<file path="src/include/midi_uart_pkg.sv">
package midi_uart_pkg;

  // Clocking and serial timing.
  localparam int unsigned CLK_HZ = 100_000_000;
  localparam int unsigned BAUD_HZ = 31_250;
  localparam int unsigned OVERSAMPLE = 16;
  localparam int unsigned TICK_CYCLES = CLK_HZ / (BAUD_HZ * OVERSAMPLE);
  localparam logic [7:0] TICK_LAST = 8'(TICK_CYCLES - 1);
  localparam logic [3:0] TICK_MID = 4'h7;
  localparam logic [3:0] TICK_END = 4'hf;
  localparam logic [2:0] LAST_DATA_BIT = 3'h7;
  localparam logic SERIAL_IDLE = 1'b1;

  // Host address decode.
  localparam int unsigned ADDR_W = 16;
  localparam int unsigned DEC_W = 10;
  localparam logic OFS_DATA = 1'h0;
  localparam logic OFS_CMD = 1'h1;

  // FIFO geometry.
  localparam int unsigned FIFO_DEPTH = 16;
  localparam logic [4:0] FIFO_FULL_CNT = 5'h10;

  // Commands and answers.
  localparam logic [7:0] CMD_ENTER_UART = 8'h3f;
  localparam logic [7:0] CMD_EXIT_UART = 8'hff;
  localparam logic [7:0] ACK_BYTE = 8'hfe;

  // Status byte layout.
  localparam int unsigned STAT_RX_EMPTY = 7;
  localparam int unsigned STAT_TX_FULL = 6;
  localparam int unsigned STAT_ECHO_W = 6;

  // Values after reset.
  localparam logic [7:0] RST_BYTE = 8'h00;
  localparam logic RST_UART_MODE = 1'b0;

  typedef enum logic [1:0] {
    RX_IDLE = 2'b00,
    RX_START = 2'b01,
    RX_DATA = 2'b10,
    RX_STOP = 2'b11
  } rx_state_t;

  typedef enum logic [1:0] {
    TX_IDLE = 2'b00,
    TX_START = 2'b01,
    TX_DATA = 2'b10,
    TX_STOP = 2'b11
  } tx_state_t;

endpackage

</file>
<file path="src/logic/midi_uart_host_port.sv">
`timescale 1ns/100ps
`default_nettype none

// Summary of operation
// - Decode two locations, nine address bits compared with the base.
// - Nonzero upper address bits reject the access.
// - Offset zero data, offset one command/status.
// - Offset one: write command, read status.
// - Sixteen-byte FIFO in each direction.
// - Accepted command writes queue an acknowledge outside UART mode; in it only FFh does.
// - Status low six bits echo last command.
// - Status bit 6 set while transmit FIFO full.
// - Status bit 7 set while receive FIFO empty.
// - Receive FIFO write raises host interrupt.
// - Receive FIFO fed by serial and acknowledges.
// - Data port read clears pending interrupt.
// - Serial link fixed at 31.25 kbaud.
// - One start, eight data, one stop bit.
// - Serialize transmit bytes, deserialize received characters.
// - Reset enters non-UART mode, data writes ignored.
// - Command 3Fh enters UART mode, acknowledges FEh.
// - Command FFh leaves UART mode; others ignored.
// - Full receive FIFO overwrites its last entry.
module midi_uart_host_port
  import midi_uart_pkg::*;
(
  input wire logic clk_sys,
  input wire logic nrst,
  input wire logic [DEC_W-1:0] midi_port_base,
  input wire logic [ADDR_W-1:0] bus_addr,
  input wire logic [7:0] bus_wdata,
  input wire logic bus_wr,
  input wire logic bus_rd,
  output logic [7:0] bus_rdata,
  output logic bus_rdata_valid,
  output logic irq,
  input wire logic serial_in_pin,
  output logic serial_out_pin
);

  // All state lives in one record; the process below fills s_d and the
  // single register stage captures it, so every output is a flip-flop.
  typedef struct packed {
    logic [1:0] in_sync;
    logic uart_mode;
    logic [STAT_ECHO_W-1:0] cmd_echo;
    logic ack_pend;
    logic irq;
    logic [7:0] rdata;
    logic rdata_valid;
    logic [7:0] last_rd;
    logic [FIFO_DEPTH-1:0][7:0] rx_mem;
    logic [3:0] rx_wp;
    logic [3:0] rx_rp;
    logic [4:0] rx_cnt;
    logic [FIFO_DEPTH-1:0][7:0] tx_mem;
    logic [3:0] tx_wp;
    logic [3:0] tx_rp;
    logic [4:0] tx_cnt;
    logic [7:0] tick_cnt;
    logic tick;
    rx_state_t rx_st;
    logic [3:0] rx_tk;
    logic [2:0] rx_bit;
    logic [7:0] rx_sh;
    tx_state_t tx_st;
    logic [3:0] tx_tk;
    logic [2:0] tx_bit;
    logic [7:0] tx_sh;
    logic sout;
  } state_t;

  state_t s_q;
  state_t s_d;

  // Counts run to sixteen, one more than a pointer holds, so full and
  // empty are told apart without giving up a slot.
  function automatic logic [3:0] ptr_inc(input logic [3:0] p);
    ptr_inc = 4'(p + 4'h1);
  endfunction

  function automatic logic fifo_full(input logic [4:0] cnt);
    fifo_full = (cnt == FIFO_FULL_CNT);
  endfunction

  function automatic logic fifo_empty(input logic [4:0] cnt);
    fifo_empty = (cnt == 5'h00);
  endfunction

  logic hit;
  logic ofs;
  logic data_wr;
  logic data_rd;
  logic cmd_wr;
  logic stat_rd;
  logic rx_done;
  logic rx_push;
  logic [7:0] rx_byte;
  logic rx_pop;
  logic tx_push;
  logic tx_pop;
  logic in_bit;

  // Host decode. Bit 0 of the base is ignored, so the pair starts on an
  // even address; the upper six address bits must be zero, so the port
  // has no aliases higher up the I/O space.
  always_comb begin
    hit = (bus_addr[ADDR_W-1:DEC_W] == '0) &&
          (bus_addr[DEC_W-1:1] == midi_port_base[DEC_W-1:1]);
    ofs = bus_addr[0];
    data_wr = hit && bus_wr && (ofs == OFS_DATA);
    data_rd = hit && bus_rd && (ofs == OFS_DATA);
    cmd_wr = hit && bus_wr && (ofs == OFS_CMD);
    stat_rd = hit && bus_rd && (ofs == OFS_CMD);
  end

  always_comb begin
    s_d = s_q;
    in_bit = s_q.in_sync[1];
    rx_done = 1'b0;
    rx_push = 1'b0;
    rx_byte = RST_BYTE;
    rx_pop = 1'b0;
    tx_push = 1'b0;
    tx_pop = 1'b0;

    // Pin synchroniser; only the second stage is read.
    s_d.in_sync = {s_q.in_sync[0], serial_in_pin};

    // Oversampling tick, sixteen per bit time. The divider runs freely;
    // both directions step on its pulse, so a start edge is seen at most
    // one tick late.
    s_d.tick = 1'b0;
    if (s_q.tick_cnt == TICK_LAST) begin
      s_d.tick_cnt = 8'h00;
      s_d.tick = 1'b1;
    end else begin
      s_d.tick_cnt = 8'(s_q.tick_cnt + 8'h01);
    end

    // Receiver. A low sample is checked again half a bit later, then the
    // line is sampled every sixteenth tick, near the centre of each bit.
    if (s_q.tick) begin
      unique case (s_q.rx_st)
        RX_IDLE: begin
          if (!in_bit) begin
            s_d.rx_st = RX_START;
            s_d.rx_tk = 4'h0;
          end
        end
        RX_START: begin
          s_d.rx_tk = 4'(s_q.rx_tk + 4'h1);
          if (s_q.rx_tk == TICK_MID) begin
            if (in_bit) begin
              // A glitch shorter than half a bit is not a start bit.
              s_d.rx_st = RX_IDLE;
            end else begin
              s_d.rx_st = RX_DATA;
              s_d.rx_tk = 4'h0;
              s_d.rx_bit = 3'h0;
            end
          end
        end
        RX_DATA: begin
          s_d.rx_tk = 4'(s_q.rx_tk + 4'h1);
          if (s_q.rx_tk == TICK_END) begin
            s_d.rx_sh = {in_bit, s_q.rx_sh[7:1]};
            s_d.rx_bit = 3'(s_q.rx_bit + 3'h1);
            if (s_q.rx_bit == LAST_DATA_BIT) begin
              s_d.rx_st = RX_STOP;
            end
          end
        end
        RX_STOP: begin
          s_d.rx_tk = 4'(s_q.rx_tk + 4'h1);
          if (s_q.rx_tk == TICK_END) begin
            s_d.rx_st = RX_IDLE;
            // A low stop bit is a framing error; the character is lost.
            rx_done = in_bit;
          end
        end
      endcase
    end

    // Command port.
    if (cmd_wr) begin
      s_d.cmd_echo = bus_wdata[STAT_ECHO_W-1:0];
    end

    // Acknowledge queue yields to a serial byte in the same cycle.
    // Only one acknowledge can wait; two commands before it drains
    // leave a single acknowledge behind.
    if (rx_done) begin
      rx_push = 1'b1;
      rx_byte = s_q.rx_sh;
    end else if (s_q.ack_pend) begin
      rx_push = 1'b1;
      rx_byte = ACK_BYTE;
      s_d.ack_pend = 1'b0;
    end

    if (cmd_wr) begin
      if (!s_q.uart_mode) begin
        s_d.ack_pend = 1'b1;
        if (bus_wdata == CMD_ENTER_UART) begin
          s_d.uart_mode = 1'b1;
        end
      end else if (bus_wdata == CMD_EXIT_UART) begin
        s_d.ack_pend = 1'b1;
        s_d.uart_mode = 1'b0;
      end
    end

    // Host reads, answered one cycle after the strobe. A data read on an
    // empty FIFO repeats the last byte taken and pops nothing.
    s_d.rdata_valid = data_rd || stat_rd;
    if (data_rd) begin
      if (!fifo_empty(s_q.rx_cnt)) begin
        rx_pop = 1'b1;
        s_d.rdata = s_q.rx_mem[s_q.rx_rp];
        s_d.last_rd = s_q.rx_mem[s_q.rx_rp];
      end else begin
        s_d.rdata = s_q.last_rd;
      end
    end else if (stat_rd) begin
      s_d.rdata = {fifo_empty(s_q.rx_cnt),
                   fifo_full(s_q.tx_cnt),
                   s_q.cmd_echo};
    end

    // Receive FIFO. When full, the newest entry is replaced, unless a pop
    // in the same cycle makes room; then the byte is queued normally.
    if (rx_pop) begin
      s_d.rx_rp = ptr_inc(s_q.rx_rp);
    end
    if (rx_push) begin
      if (fifo_full(s_q.rx_cnt) && !rx_pop) begin
        s_d.rx_mem[4'(s_q.rx_wp - 4'h1)] = rx_byte;
      end else begin
        s_d.rx_mem[s_q.rx_wp] = rx_byte;
        s_d.rx_wp = ptr_inc(s_q.rx_wp);
      end
    end
    if (rx_push && !rx_pop && !fifo_full(s_q.rx_cnt)) begin
      s_d.rx_cnt = 5'(s_q.rx_cnt + 5'h01);
    end else if (rx_pop && !rx_push) begin
      s_d.rx_cnt = 5'(s_q.rx_cnt - 5'h01);
    end

    // Interrupt: a push in the clearing cycle keeps it raised.
    if (rx_push) begin
      s_d.irq = 1'b1;
    end else if (data_rd) begin
      s_d.irq = 1'b0;
    end

    // Transmit FIFO; data writes outside UART mode are dropped.
    // A write into a full FIFO is lost, so the host must watch the flag.
    tx_push = data_wr && s_q.uart_mode && !fifo_full(s_q.tx_cnt);
    tx_pop = (s_q.tx_st == TX_IDLE) && s_q.tick &&
             !fifo_empty(s_q.tx_cnt);
    if (tx_push) begin
      s_d.tx_mem[s_q.tx_wp] = bus_wdata;
      s_d.tx_wp = ptr_inc(s_q.tx_wp);
    end
    if (tx_pop) begin
      s_d.tx_rp = ptr_inc(s_q.tx_rp);
    end
    if (tx_push && !tx_pop) begin
      s_d.tx_cnt = 5'(s_q.tx_cnt + 5'h01);
    end else if (tx_pop && !tx_push) begin
      s_d.tx_cnt = 5'(s_q.tx_cnt - 5'h01);
    end

    // Transmitter. A byte leaves the FIFO only on a tick with the line
    // idle, so characters follow each other with at most one tick between.
    if (s_q.tick) begin
      unique case (s_q.tx_st)
        TX_IDLE: begin
          if (tx_pop) begin
            s_d.tx_sh = s_q.tx_mem[s_q.tx_rp];
            s_d.tx_st = TX_START;
            s_d.tx_tk = 4'h0;
            s_d.sout = 1'b0;
          end
        end
        TX_START: begin
          s_d.tx_tk = 4'(s_q.tx_tk + 4'h1);
          if (s_q.tx_tk == TICK_END) begin
            s_d.tx_st = TX_DATA;
            s_d.tx_bit = 3'h0;
            s_d.sout = s_q.tx_sh[0];
            s_d.tx_sh = {1'b0, s_q.tx_sh[7:1]};
          end
        end
        TX_DATA: begin
          s_d.tx_tk = 4'(s_q.tx_tk + 4'h1);
          if (s_q.tx_tk == TICK_END) begin
            s_d.tx_bit = 3'(s_q.tx_bit + 3'h1);
            if (s_q.tx_bit == LAST_DATA_BIT) begin
              s_d.tx_st = TX_STOP;
              s_d.sout = SERIAL_IDLE;
            end else begin
              s_d.sout = s_q.tx_sh[0];
              s_d.tx_sh = {1'b0, s_q.tx_sh[7:1]};
            end
          end
        end
        TX_STOP: begin
          s_d.tx_tk = 4'(s_q.tx_tk + 4'h1);
          if (s_q.tx_tk == TICK_END) begin
            s_d.tx_st = TX_IDLE;
          end
        end
      endcase
    end

    // Synchronous reset overrides every next value; the line and the
    // synchroniser come up at the idle level, so no false start is seen.
    if (!nrst) begin
      s_d = '0;
      s_d.in_sync = {2{SERIAL_IDLE}};
      s_d.sout = SERIAL_IDLE;
      s_d.uart_mode = RST_UART_MODE;
      s_d.rdata = RST_BYTE;
      s_d.last_rd = RST_BYTE;
      s_d.rx_st = RX_IDLE;
      s_d.tx_st = TX_IDLE;
    end
  end

  always_ff @(posedge clk_sys) begin
    s_q <= s_d;
  end

  // Outputs come straight from the register stage.
  assign bus_rdata = s_q.rdata;
  assign bus_rdata_valid = s_q.rdata_valid;
  assign irq = s_q.irq;
  assign serial_out_pin = s_q.sout;

endmodule

`default_nettype wire

</file>
<file path="config.mk">
export PLATFORM = sky130hd
export DESIGN_NAME = midi_uart_host_port
export DESIGN_NICKNAME = d
export VERILOG_FILES = /design/src/include/midi_uart_pkg.sv /design/src/logic/midi_uart_host_port.sv
export SDC_FILE = /design/constraint.sdc
export NUM_CORES = 1
export LEC_CHECK = 0
export BUFFER_PORTS_ARGS = -buffer_cell sky130_fd_sc_hd__buf_2
export CAP_MARGIN = 20
export CORE_AREA = 2 2 145 253
export CTS_CLUSTER_DIAMETER = 30
export CTS_CLUSTER_SIZE = 24
export DETAILED_ROUTE_END_ITERATION = 12
export DIE_AREA = 0 0 147 255
export HOLD_SLACK_MARGIN = 0.03
export PLACE_DENSITY = 0.68
export SKIP_CTS_REPAIR_TIMING = 1
export SLEW_MARGIN = 15
export SYNTH_ARGS = -nofsm -noshare
export SYNTH_HDL_FRONTEND = slang
export SYNTH_SLANG_ARGS = --single-unit
</file>
<file path="constraint.sdc">
create_clock -name clk_sys -period 4.2 [get_ports clk_sys]
set_input_delay 0.21 -clock clk_sys [delete_from_list [all_inputs] [get_ports clk_sys]]
set_output_delay 0.21 -clock clk_sys [all_outputs]
set_load 0.005 [all_outputs]
</file>
**After elaboration in Yosys (flattened, before gate mapping)**

Index checks and enable logic that the tools add are counted.

- Add/sub/neg operators: 14
- $lt $le $gt $ge: 8
- Reductions and logical operators: 51
- Muxes and demuxes: 63
- Eq/ne operators: 29
- Bitwise operators: 3

Operators with widths:

| operator | count |
|---|---|
| $bwmux 128 | 3 |
| $mux 128 | 1 |
| $demux 8 s4 | 3 |
| $mux 8 | 11 |
| $bmux 8 s4 | 2 |
| $pmux 6 s4 | 2 |
| $pmux 9 s3 | 1 |
| $lt 4x5->1 const B | 5 |
| $add 4x1->4 const B | 6 |
| $mux 12 | 2 |
| $ne 2x2->1 const B | 12 |
| $logic_and 1x1->1 | 20 |
| $mux 5 | 4 |
| $mux 1 | 18 |
| $mux 9 | 2 |
| $reduce_and 6->1 | 3 |
| $eq 8x8->1 const B | 2 |
| $mux 2 | 8 |
| $ge 4x1->1 const B | 3 |
| $mux 6 | 2 |
| $pmux 3 s2 | 2 |
| $reduce_bool 2->1 | 6 |
| $mux 11 | 1 |
| $add 5x1->5 const B | 2 |
| other kinds (25) | 47 |

- Bits of input ports: 39
- Logic and storage cells: 225
- Register bits after elaboration: 354

**Depth between registers and ports, before layout**

Gate-level depths: netlist of the first run.

- Word-level depth: 10
- Gate-level depth with buffers: 14

**Worst setup path after synthesis of the first run**

OpenSTA, ideal clock, no wires.

- Path type: input to register
- Start point: input port midi_port_base[3]
- End point: register s_q[48] in the netlist's numbering
- Slack: 1.052 ns
- Required time: 4.072 ns
- Stages: 14
- Arrival time: 3.020 ns
- Cells stage by stage: xor2_1 -> or2_2 -> or4_1 -> nor2_1 -> and3_1 -> ha_1 -> inv_1 -> ha_1 -> nor2b_1 -> o21a_1 -> or3_1 -> a21oi_1 -> xnor2_1 -> nor2_1

- Longest elaborated chain between the ends: 9
- Elaborated cells on any way between the ends: 11
- Those cells by class: 1 x eq/ne; 1 x mux; 9 x reduce/logical

Ends and longest elaborated chain:

| item | line | source |
|---|---|---|
| from (decl) | midi_uart_host_port.sv:29 | `input wire logic [DEC_W-1:0] midi_port_base,` |
| $eq 9x9->1 (*) | midi_uart_host_port.sv:109 | `(bus_addr[DEC_W-1:1] == midi_port_base[DEC_W-1:1]);` |
| $logic_and 1x1->1 (*) | midi_uart_host_port.sv:108 | `hit = (bus_addr[ADDR_W-1:DEC_W] == '0) &&` |
| $logic_and 1x1->1 (*) (2 in a row) | midi_uart_host_port.sv:111 | `data_wr = hit && bus_wr && (ofs == OFS_DATA);` |
| $logic_and 1x1->1 (*) (2 in a row) | midi_uart_host_port.sv:259 | `tx_push = data_wr && s_q.uart_mode && !fifo_full(s_q.tx_cnt);` |
| named net tx_push | midi_uart_host_port.sv:100 | `logic tx_push;` |
| $logic_not 1->1 | midi_uart_host_port.sv:271 | `end else if (tx_pop && !tx_push) begin` |
| $logic_and 1x1->1 | midi_uart_host_port.sv:271 |  |
| $reduce_bool 2->1 (no line) | n/a |  |
| to (signal assigned) | midi_uart_host_port.sv:333 | `s_q <= s_d;` |
| to (decl) | midi_uart_host_port.sv:73 | `state_t s_q;` |

The timed path passes the listed nets; every way through them passes the cells marked *.
A chain may end at the register's enable or synchronous reset.

**Final worst setup path of the first run**

- Start point: register s_q[45] in the netlist's numbering
- End point: register s_q[48] in the netlist's numbering

- Longest elaborated chain between the ends: 6
- Elaborated cells on any way between the ends: 15
- Those cells by class: 2 x add/sub; 1 x eq/ne; 2 x mux; 10 x reduce/logical

Ends and longest elaborated chain:

| item | line | source |
|---|---|---|
| $eq 5x5->1 (*) | midi_uart_host_port.sv:83 | `fifo_full = (cnt == FIFO_FULL_CNT);` |
| $logic_not 1->1 (*) | midi_uart_host_port.sv:259 |  |
| $logic_and 1x1->1 (*) | midi_uart_host_port.sv:259 |  |
| named net tx_push | midi_uart_host_port.sv:100 |  |
| $logic_not 1->1 | midi_uart_host_port.sv:271 |  |
| $logic_and 1x1->1 | midi_uart_host_port.sv:271 |  |
| $reduce_bool 2->1 (no line) | n/a |  |

The timed path passes the listed nets; every way through them passes the cells marked *. The select of a mux whose other input is x is not followed.

==> results.tsv, run 1 <==
metric	value	unit
Flop pwr share	40.4	%
vias	14400	
deepest clock path buffer count	3	
dpl cells	2248	
final core occ	56.4	%
internal power	6.41	mW
Tmin final	3390	ps
CP Capture Type	register	
Max H-tree Level	2	
core box area	35700	sq um
fin worst setup slack	808	ps
fin cells	2346	
largest net degree at the start of global routing	123	
# clock sinks	354	
Netlist Area Pre-Place	17800	sq um
first-pass GRT wire length	81000	um
WP buf/inv	1	
ANT cells	0	
Fmax achieved	0.295	GHz
R2R Setup Slk	810	ps
RSZ-0062 raised after global routing	false	
die height	255	um
Pwr Density	414	nW/um^2
number of global-route vias before repair	14600	
number of max-cap violations	0	
Clock transition at path regs	50	ps
Worst Tran Pin Value	1100	ps
worst hold path type	input pin to register	
GP Congestion	0.917	
Setup WS pre-CTS	611	ps
delay of the slowest critical-path stage	490	ps
clock root buffer	clkbuf_16	
fillers	3132	
Psw	1.91	mW
Avg Cell Area, Syn	9.61	sq um
Worst EP arrival	3820	ps
relative slew slack	26.8	%
Final ANT Viol Nets	0	
final hold violation count	0	
Post-DP HPWL	35400	um
DP Area	18200	sq um
most common flop cell mapped by yosys	dfxtp_1	
drt via density	6.16	
worst hold slack	41.6	ps
total global-route track usage	27.8	%
total negative slack	0	ps
Port-buffer cells	48	
Detailed Route WL	52200	um
synthesized flop and latch total	354	
Syn Inst Count	1852	
WL/cell	22.2	um
synth warn	0	
site row count	92	
VDD IR max	0.000372	V
number of I/O pins	50	
most frequent CP cell	ha_1	
initial antenna violation count	2	
Combinational Power Share	1.9	%
design area	20100	sq um
status	finished, final reports clean	
Die Area	37500	sq um
clk_lat worst skew	590	ps
Congestion Overflow GR	0	
leak pwr	7.83	nW
Max Slew Vio Count	0	
total power	8.32	mW
Crit path max-delay family	simple AND/OR/NAND/NOR gates	
Critical Path Start Type	register	
CP Class	register to register	
CTS Buf Count	53	
Synth Net Count	1926	
CTS tree	built	
switch share	23.0	%
CP required	4630	ps
crit path max-delay cell type	nor4_1	
Die Wd	147	um
Unique masters post-synth	76	
Initial Utilization	49.9	%
fin nets	1908	
Cell Chain, Critical Path	nor4_1, nand2_1, and3_1, ha_1, inv_1, ha_1, nor2b_1, o21a_1, or3_1, a21oi_1, xnor2_1, nor2_1	
Pre-Repair DR Iteration Count	8	
Post-synth EDFFs	0	
Clock Power Share	57.6	%
setup violators final	0	
CP Max Fanout	19	
Area Growth Syn to Fin	13.0	%
async set-reset flop share out of synthesis	0	%
Worst Skew	30.0	ps
Seq/Total Area, Yosys	39.8	%
DRC viols	0	
layout cells sized above 1	18.1	%
initial drt markers	1140	
crit share post-route	80.8	%
## worst paths after layout
| kind | startpoint | to | depth (start not counted) |
|---|---|---|---|
| max | s_q[45] | s_q[48] | 12 |
| min | nrst | in_bit | 2 |
| max reg2reg | s_q[45] | s_q[48] | 12 |
| min reg2reg | s_q[352] | in_bit | 1 |
## power groups by stage
stage / clock network [mW] / logic (mW) / registers, mW
finish: 4.79 / 0.161 / 3.36
global route: 5.00 / 0.177 / 3.36
CTS: 4.84 / 0.159 / 3.36
detailed placement: 0 / 0.159 / 3.44
global placement: 0 / 0.155 / 3.44
floorplan: 0 / 0.111 / 3.44
## registers in the layout, summed over array words and instances, names as in the netlist, named ones only
| register | cells |
|---|---|
| s_q | 341 |
| serial_out_pin | 1 |
| bus_rdata | 8 |
| in_bit | 1 |
| irq | 1 |
| bus_rdata_valid | 1 |
## layout make-up
type                    instances  area [sq um]  share of cell area, %
multi-input cells            1213          9520                   47.3
flip-flops and latches        354          7090                   35.3
clock buffers                  57          1380                   6.87
well taps                     470           588                   2.92
clock inverters                40           557                   2.77
inverters                     138           523                   2.60
repair buffers                 74           448                   2.23
## routing by layer
metal	up-vias	wire (um)	GRT usage [%]
met5	-	13	0
met4	2	4880	22.9
met3	208	2810	4.17
met2	523	26500	50.1
met1	7031	18000	28.5
li1	6683	-	-
## cell usage in the layout (no fill, tap or decap), drive strengths merged, types with 7 or more instances in the layout
cell      count
o211ai       10
a21oi        37
or3          11
nor3         18
a32o         16
xor2         16
mux4         58
and3         29
nand2b        9
buf          73
a221oi      112
clkbuf       57
dfxtp       354
o21ai       152
a31o         15
xnor2        20
o22ai         7
mux2i       175
nor4         21
and2         16
inv         152
nand3        36
or2          30
nand2        53
clkinv        9
nor2        229
nand4        10
mux2         15
nor2b         7
ha           33
clkinvlp      8
bufinv        9
a22o          7
a31oi        27
## worst register-to-register path: cells and delay by family (launching register included)
kind | cells | cell delay (ps)
simple gates | 6 | 1800
flops | 1 | 340
buf+inv | 1 | 120
fa+ha+maj | 2 | 500
compound gates | 2 | 350
xor+xnor | 1 | 140
## kinds of logic after synthesis
kind of cell,share of synthesized area [%]
compound gates,17.9
xor+xnor,1.77
fa+ha+maj,2.55
buf+inv,6.78
flops,39.8
mux,18.1
simple gates,13.1
## Yosys cell counts (11+ instances only)
cell type | instances | area share, %
a21oi_1 | 37 | 1.0
a221oi_1 | 102 | 5.0
a31o_2 | 15 | 0.74
a31oi_1 | 11 | 0.39
a31oi_4 | 16 | 1.9
a32o_1 | 16 | 0.90
and2_1 | 14 | 0.49
and3_1 | 28 | 0.98
buf_2 | 23 | 0.65
buf_4 | 12 | 0.51
clkbuf_1 | 92 | 1.9
dfxtp_1 | 354 | 40
ha_1 | 33 | 2.3
inv_1 | 137 | 2.9
mux2_2 | 15 | 0.95
mux2i_1 | 175 | 9.8
mux4_2 | 58 | 7.3
nand2_1 | 52 | 1.1
nand3_1 | 27 | 0.76
nor2_1 | 229 | 4.8
nor3_1 | 17 | 0.48
nor4_1 | 19 | 0.67
o21ai_0 | 148 | 4.2
or2_2 | 30 | 1.1
or3_1 | 11 | 0.39
xnor2_1 | 20 | 0.98
xor2_1 | 16 | 0.79
No activity file was read; power rests on OpenSTA's default activity.
==> run 2: changes to the inputs <==
==> constraint.sdc (replaced) <==
create_clock -name clk_sys -period 3.3 [get_ports clk_sys]
set_input_delay 0.165 -clock clk_sys [delete_from_list [all_inputs] [get_ports clk_sys]]
set_output_delay 0.165 -clock clk_sys [all_outputs]
set_load 0.005 [all_outputs]
==> results.tsv, run 2 (same netlist as run 1, synthesis figures left out) <==
metric	value	unit	change
first-pass GRT wire length	82700	um	was 81,000 um
fin worst setup slack	218	ps	was 808 ps
design area	20200	sq um	was 20,100 sq um
most frequent cells in the layout	dfxtp_1, nor2_1, mux2i_1		unchanged
fin cells	2370		was 2,346
Worst EP arrival	3550	ps	was 3820 ps
RSZ-0062 raised after global routing	true		was false
Die Wd	147	um	unchanged
Port-buffer cells	48		unchanged
vias	14500		was 14,400
Pre-Repair DR Iteration Count	10		was 8
clock root buffer	clkbuf_16		unchanged
DRC viols	1		was 0
Reg with most FFs	s_q		unchanged
core box area	35700	sq um	unchanged
final hold violation count	0		unchanged
CTS tree	built		unchanged
total negative slack	0	ps	unchanged
setup violators final	0		unchanged
CTS Buf Count	52		was 53
leak pwr	7.88	nW	was 7.83 nW
GR Layer Usage met2	52.4	%	was 50.1%
clk_lat worst skew	590	ps	about the same
total power	9.96	mW	was 8.32 mW
Congestion Overflow GR	0		unchanged
Fmax achieved	0.325	GHz	was 0.295 GHz
drt via density	6.13		was 6.16
Max Slew Vio Count	0		unchanged
worst hold slack	36.6	ps	was 41.6 ps
crit share post-route	93.4	%	was 80.8%
number of global-route vias before repair	14800		was 14,600
CP Max Fanout	10		was 19
commonest non-fill, non-tap cell in the layout	dfxtp_1		unchanged
Worst Tran Pin Value	944	ps	was 1100 ps
Max H-tree Level	2		unchanged
DP Area	18400	sq um	was 18,200 sq um
Die Area	37500	sq um	unchanged
final core occ	56.5	%	was 56.4%
ANT cells	0		unchanged
failing checks	design-rule violations		
fin nets	1933		was 1,908
Detailed Route WL	53300	um	was 52,200 um
Clock transition at path regs	70	ps	was 50 ps
CP Class	register to register		unchanged
Critical Path Start Type	register		unchanged
number of max-cap violations	0		unchanged
VDD IR max	0.000435	V	was 0.000372 V
Pwr Density	494	nW/um^2	was 414 nW/um^2
Setup WS pre-CTS	-16.5	ps	was 611 ps
deepest clock path buffer count	3		unchanged
R2R Setup Slk	220	ps	was 810 ps
Tmin final	3080	ps	was 3390 ps
total global-route track usage	28.4	%	was 27.8%
Worst Setup SP	s_q[195]		was s_q[45]
reg2reg start	s_q[195]		was s_q[45]
WL/cell	22.5	um	was 22.2 um
max FFs per register	341		unchanged
initial drt markers	1260		was 1,140
GRT met1 Usage	28.5	%	about the same
dpl cells	2271		was 2,248
relative slew slack	36.7	%	was 26.8%
GP Congestion	0.949		was 0.917
CP Capture Type	register		unchanged
initial antenna violation count	1		was 2
Worst Skew	30.3	ps	was 30.0 ps
Post-DP HPWL	36600	um	was 35,400 um
CP required	3770	ps	was 4630 ps
# clock sinks	354		unchanged
site row count	92		unchanged
GRT met3 Usage	4.15	%	was 4.17%
Initial Utilization	49.9	%	unchanged
Area Growth Syn to Fin	13.4	%	was 13.0%
die height	255	um	unchanged
Worst Hold Launch	bus_wdata[7]		was nrst
Final ANT Viol Nets	0		unchanged
number of I/O pins	50		unchanged
status	finished with violations		was finished, final reports clean
worst hold path type	input pin to register		unchanged
largest net degree at the start of global routing	187		was 123
GR peak layer	met2		unchanged
layout cells sized above 1	18.9	%	was 18.1%
## run 2: changes by cell type in the layout (fill, tap and decap cells not counted), sizes merged
cell and change:
buf +23, bufinv -5, clkinv +7, clkinvlp +1, dlygate4sd3 +3, inv -5
## run 2: report_power, final
part | switching (mW) | internal [mW] | total, mW
sequential | 0.00327 | 4.28 | 4.28
combinational | 0.155 | 0.0635 | 0.218
clock | 2.15 | 3.31 | 5.46
total | 2.31 | 7.65 | 9.96
## run 2: layout make-up
cell class,count,area [sq um]
fill,3134,15500
multi-input combinational,1213,9520
sequential,354,7090
clock buffer,57,1350
timing repair buffer,100,731
tap,470,588
inverter,138,523
clock inverter,38,379
## run 2: metal layers
metal | part of all wire (%) | wire (um)
met1 | 34 | 18000
met2 | 52 | 27500
met3 | 6.0 | 3170
met4 | 8.7 | 4620
met5 | 0.024 | 13
## run 2: critical path, stage by stage, from the launching register on
cell and delay (ps):
dfxtp_1 540, inv_1 160, ha_1 270, or2_2 310
o31ai_2 320, o21ai_0 360, nor4_1 510, a31oi_4 160
a221oi_1 350
## run 2: path summary, 6_finish.rpt
check | end | depth (start not counted)
max | s_q[211] | 8
min | s_q[64] | 3
max reg2reg | s_q[211] | 8
min reg2reg | in_bit | 1
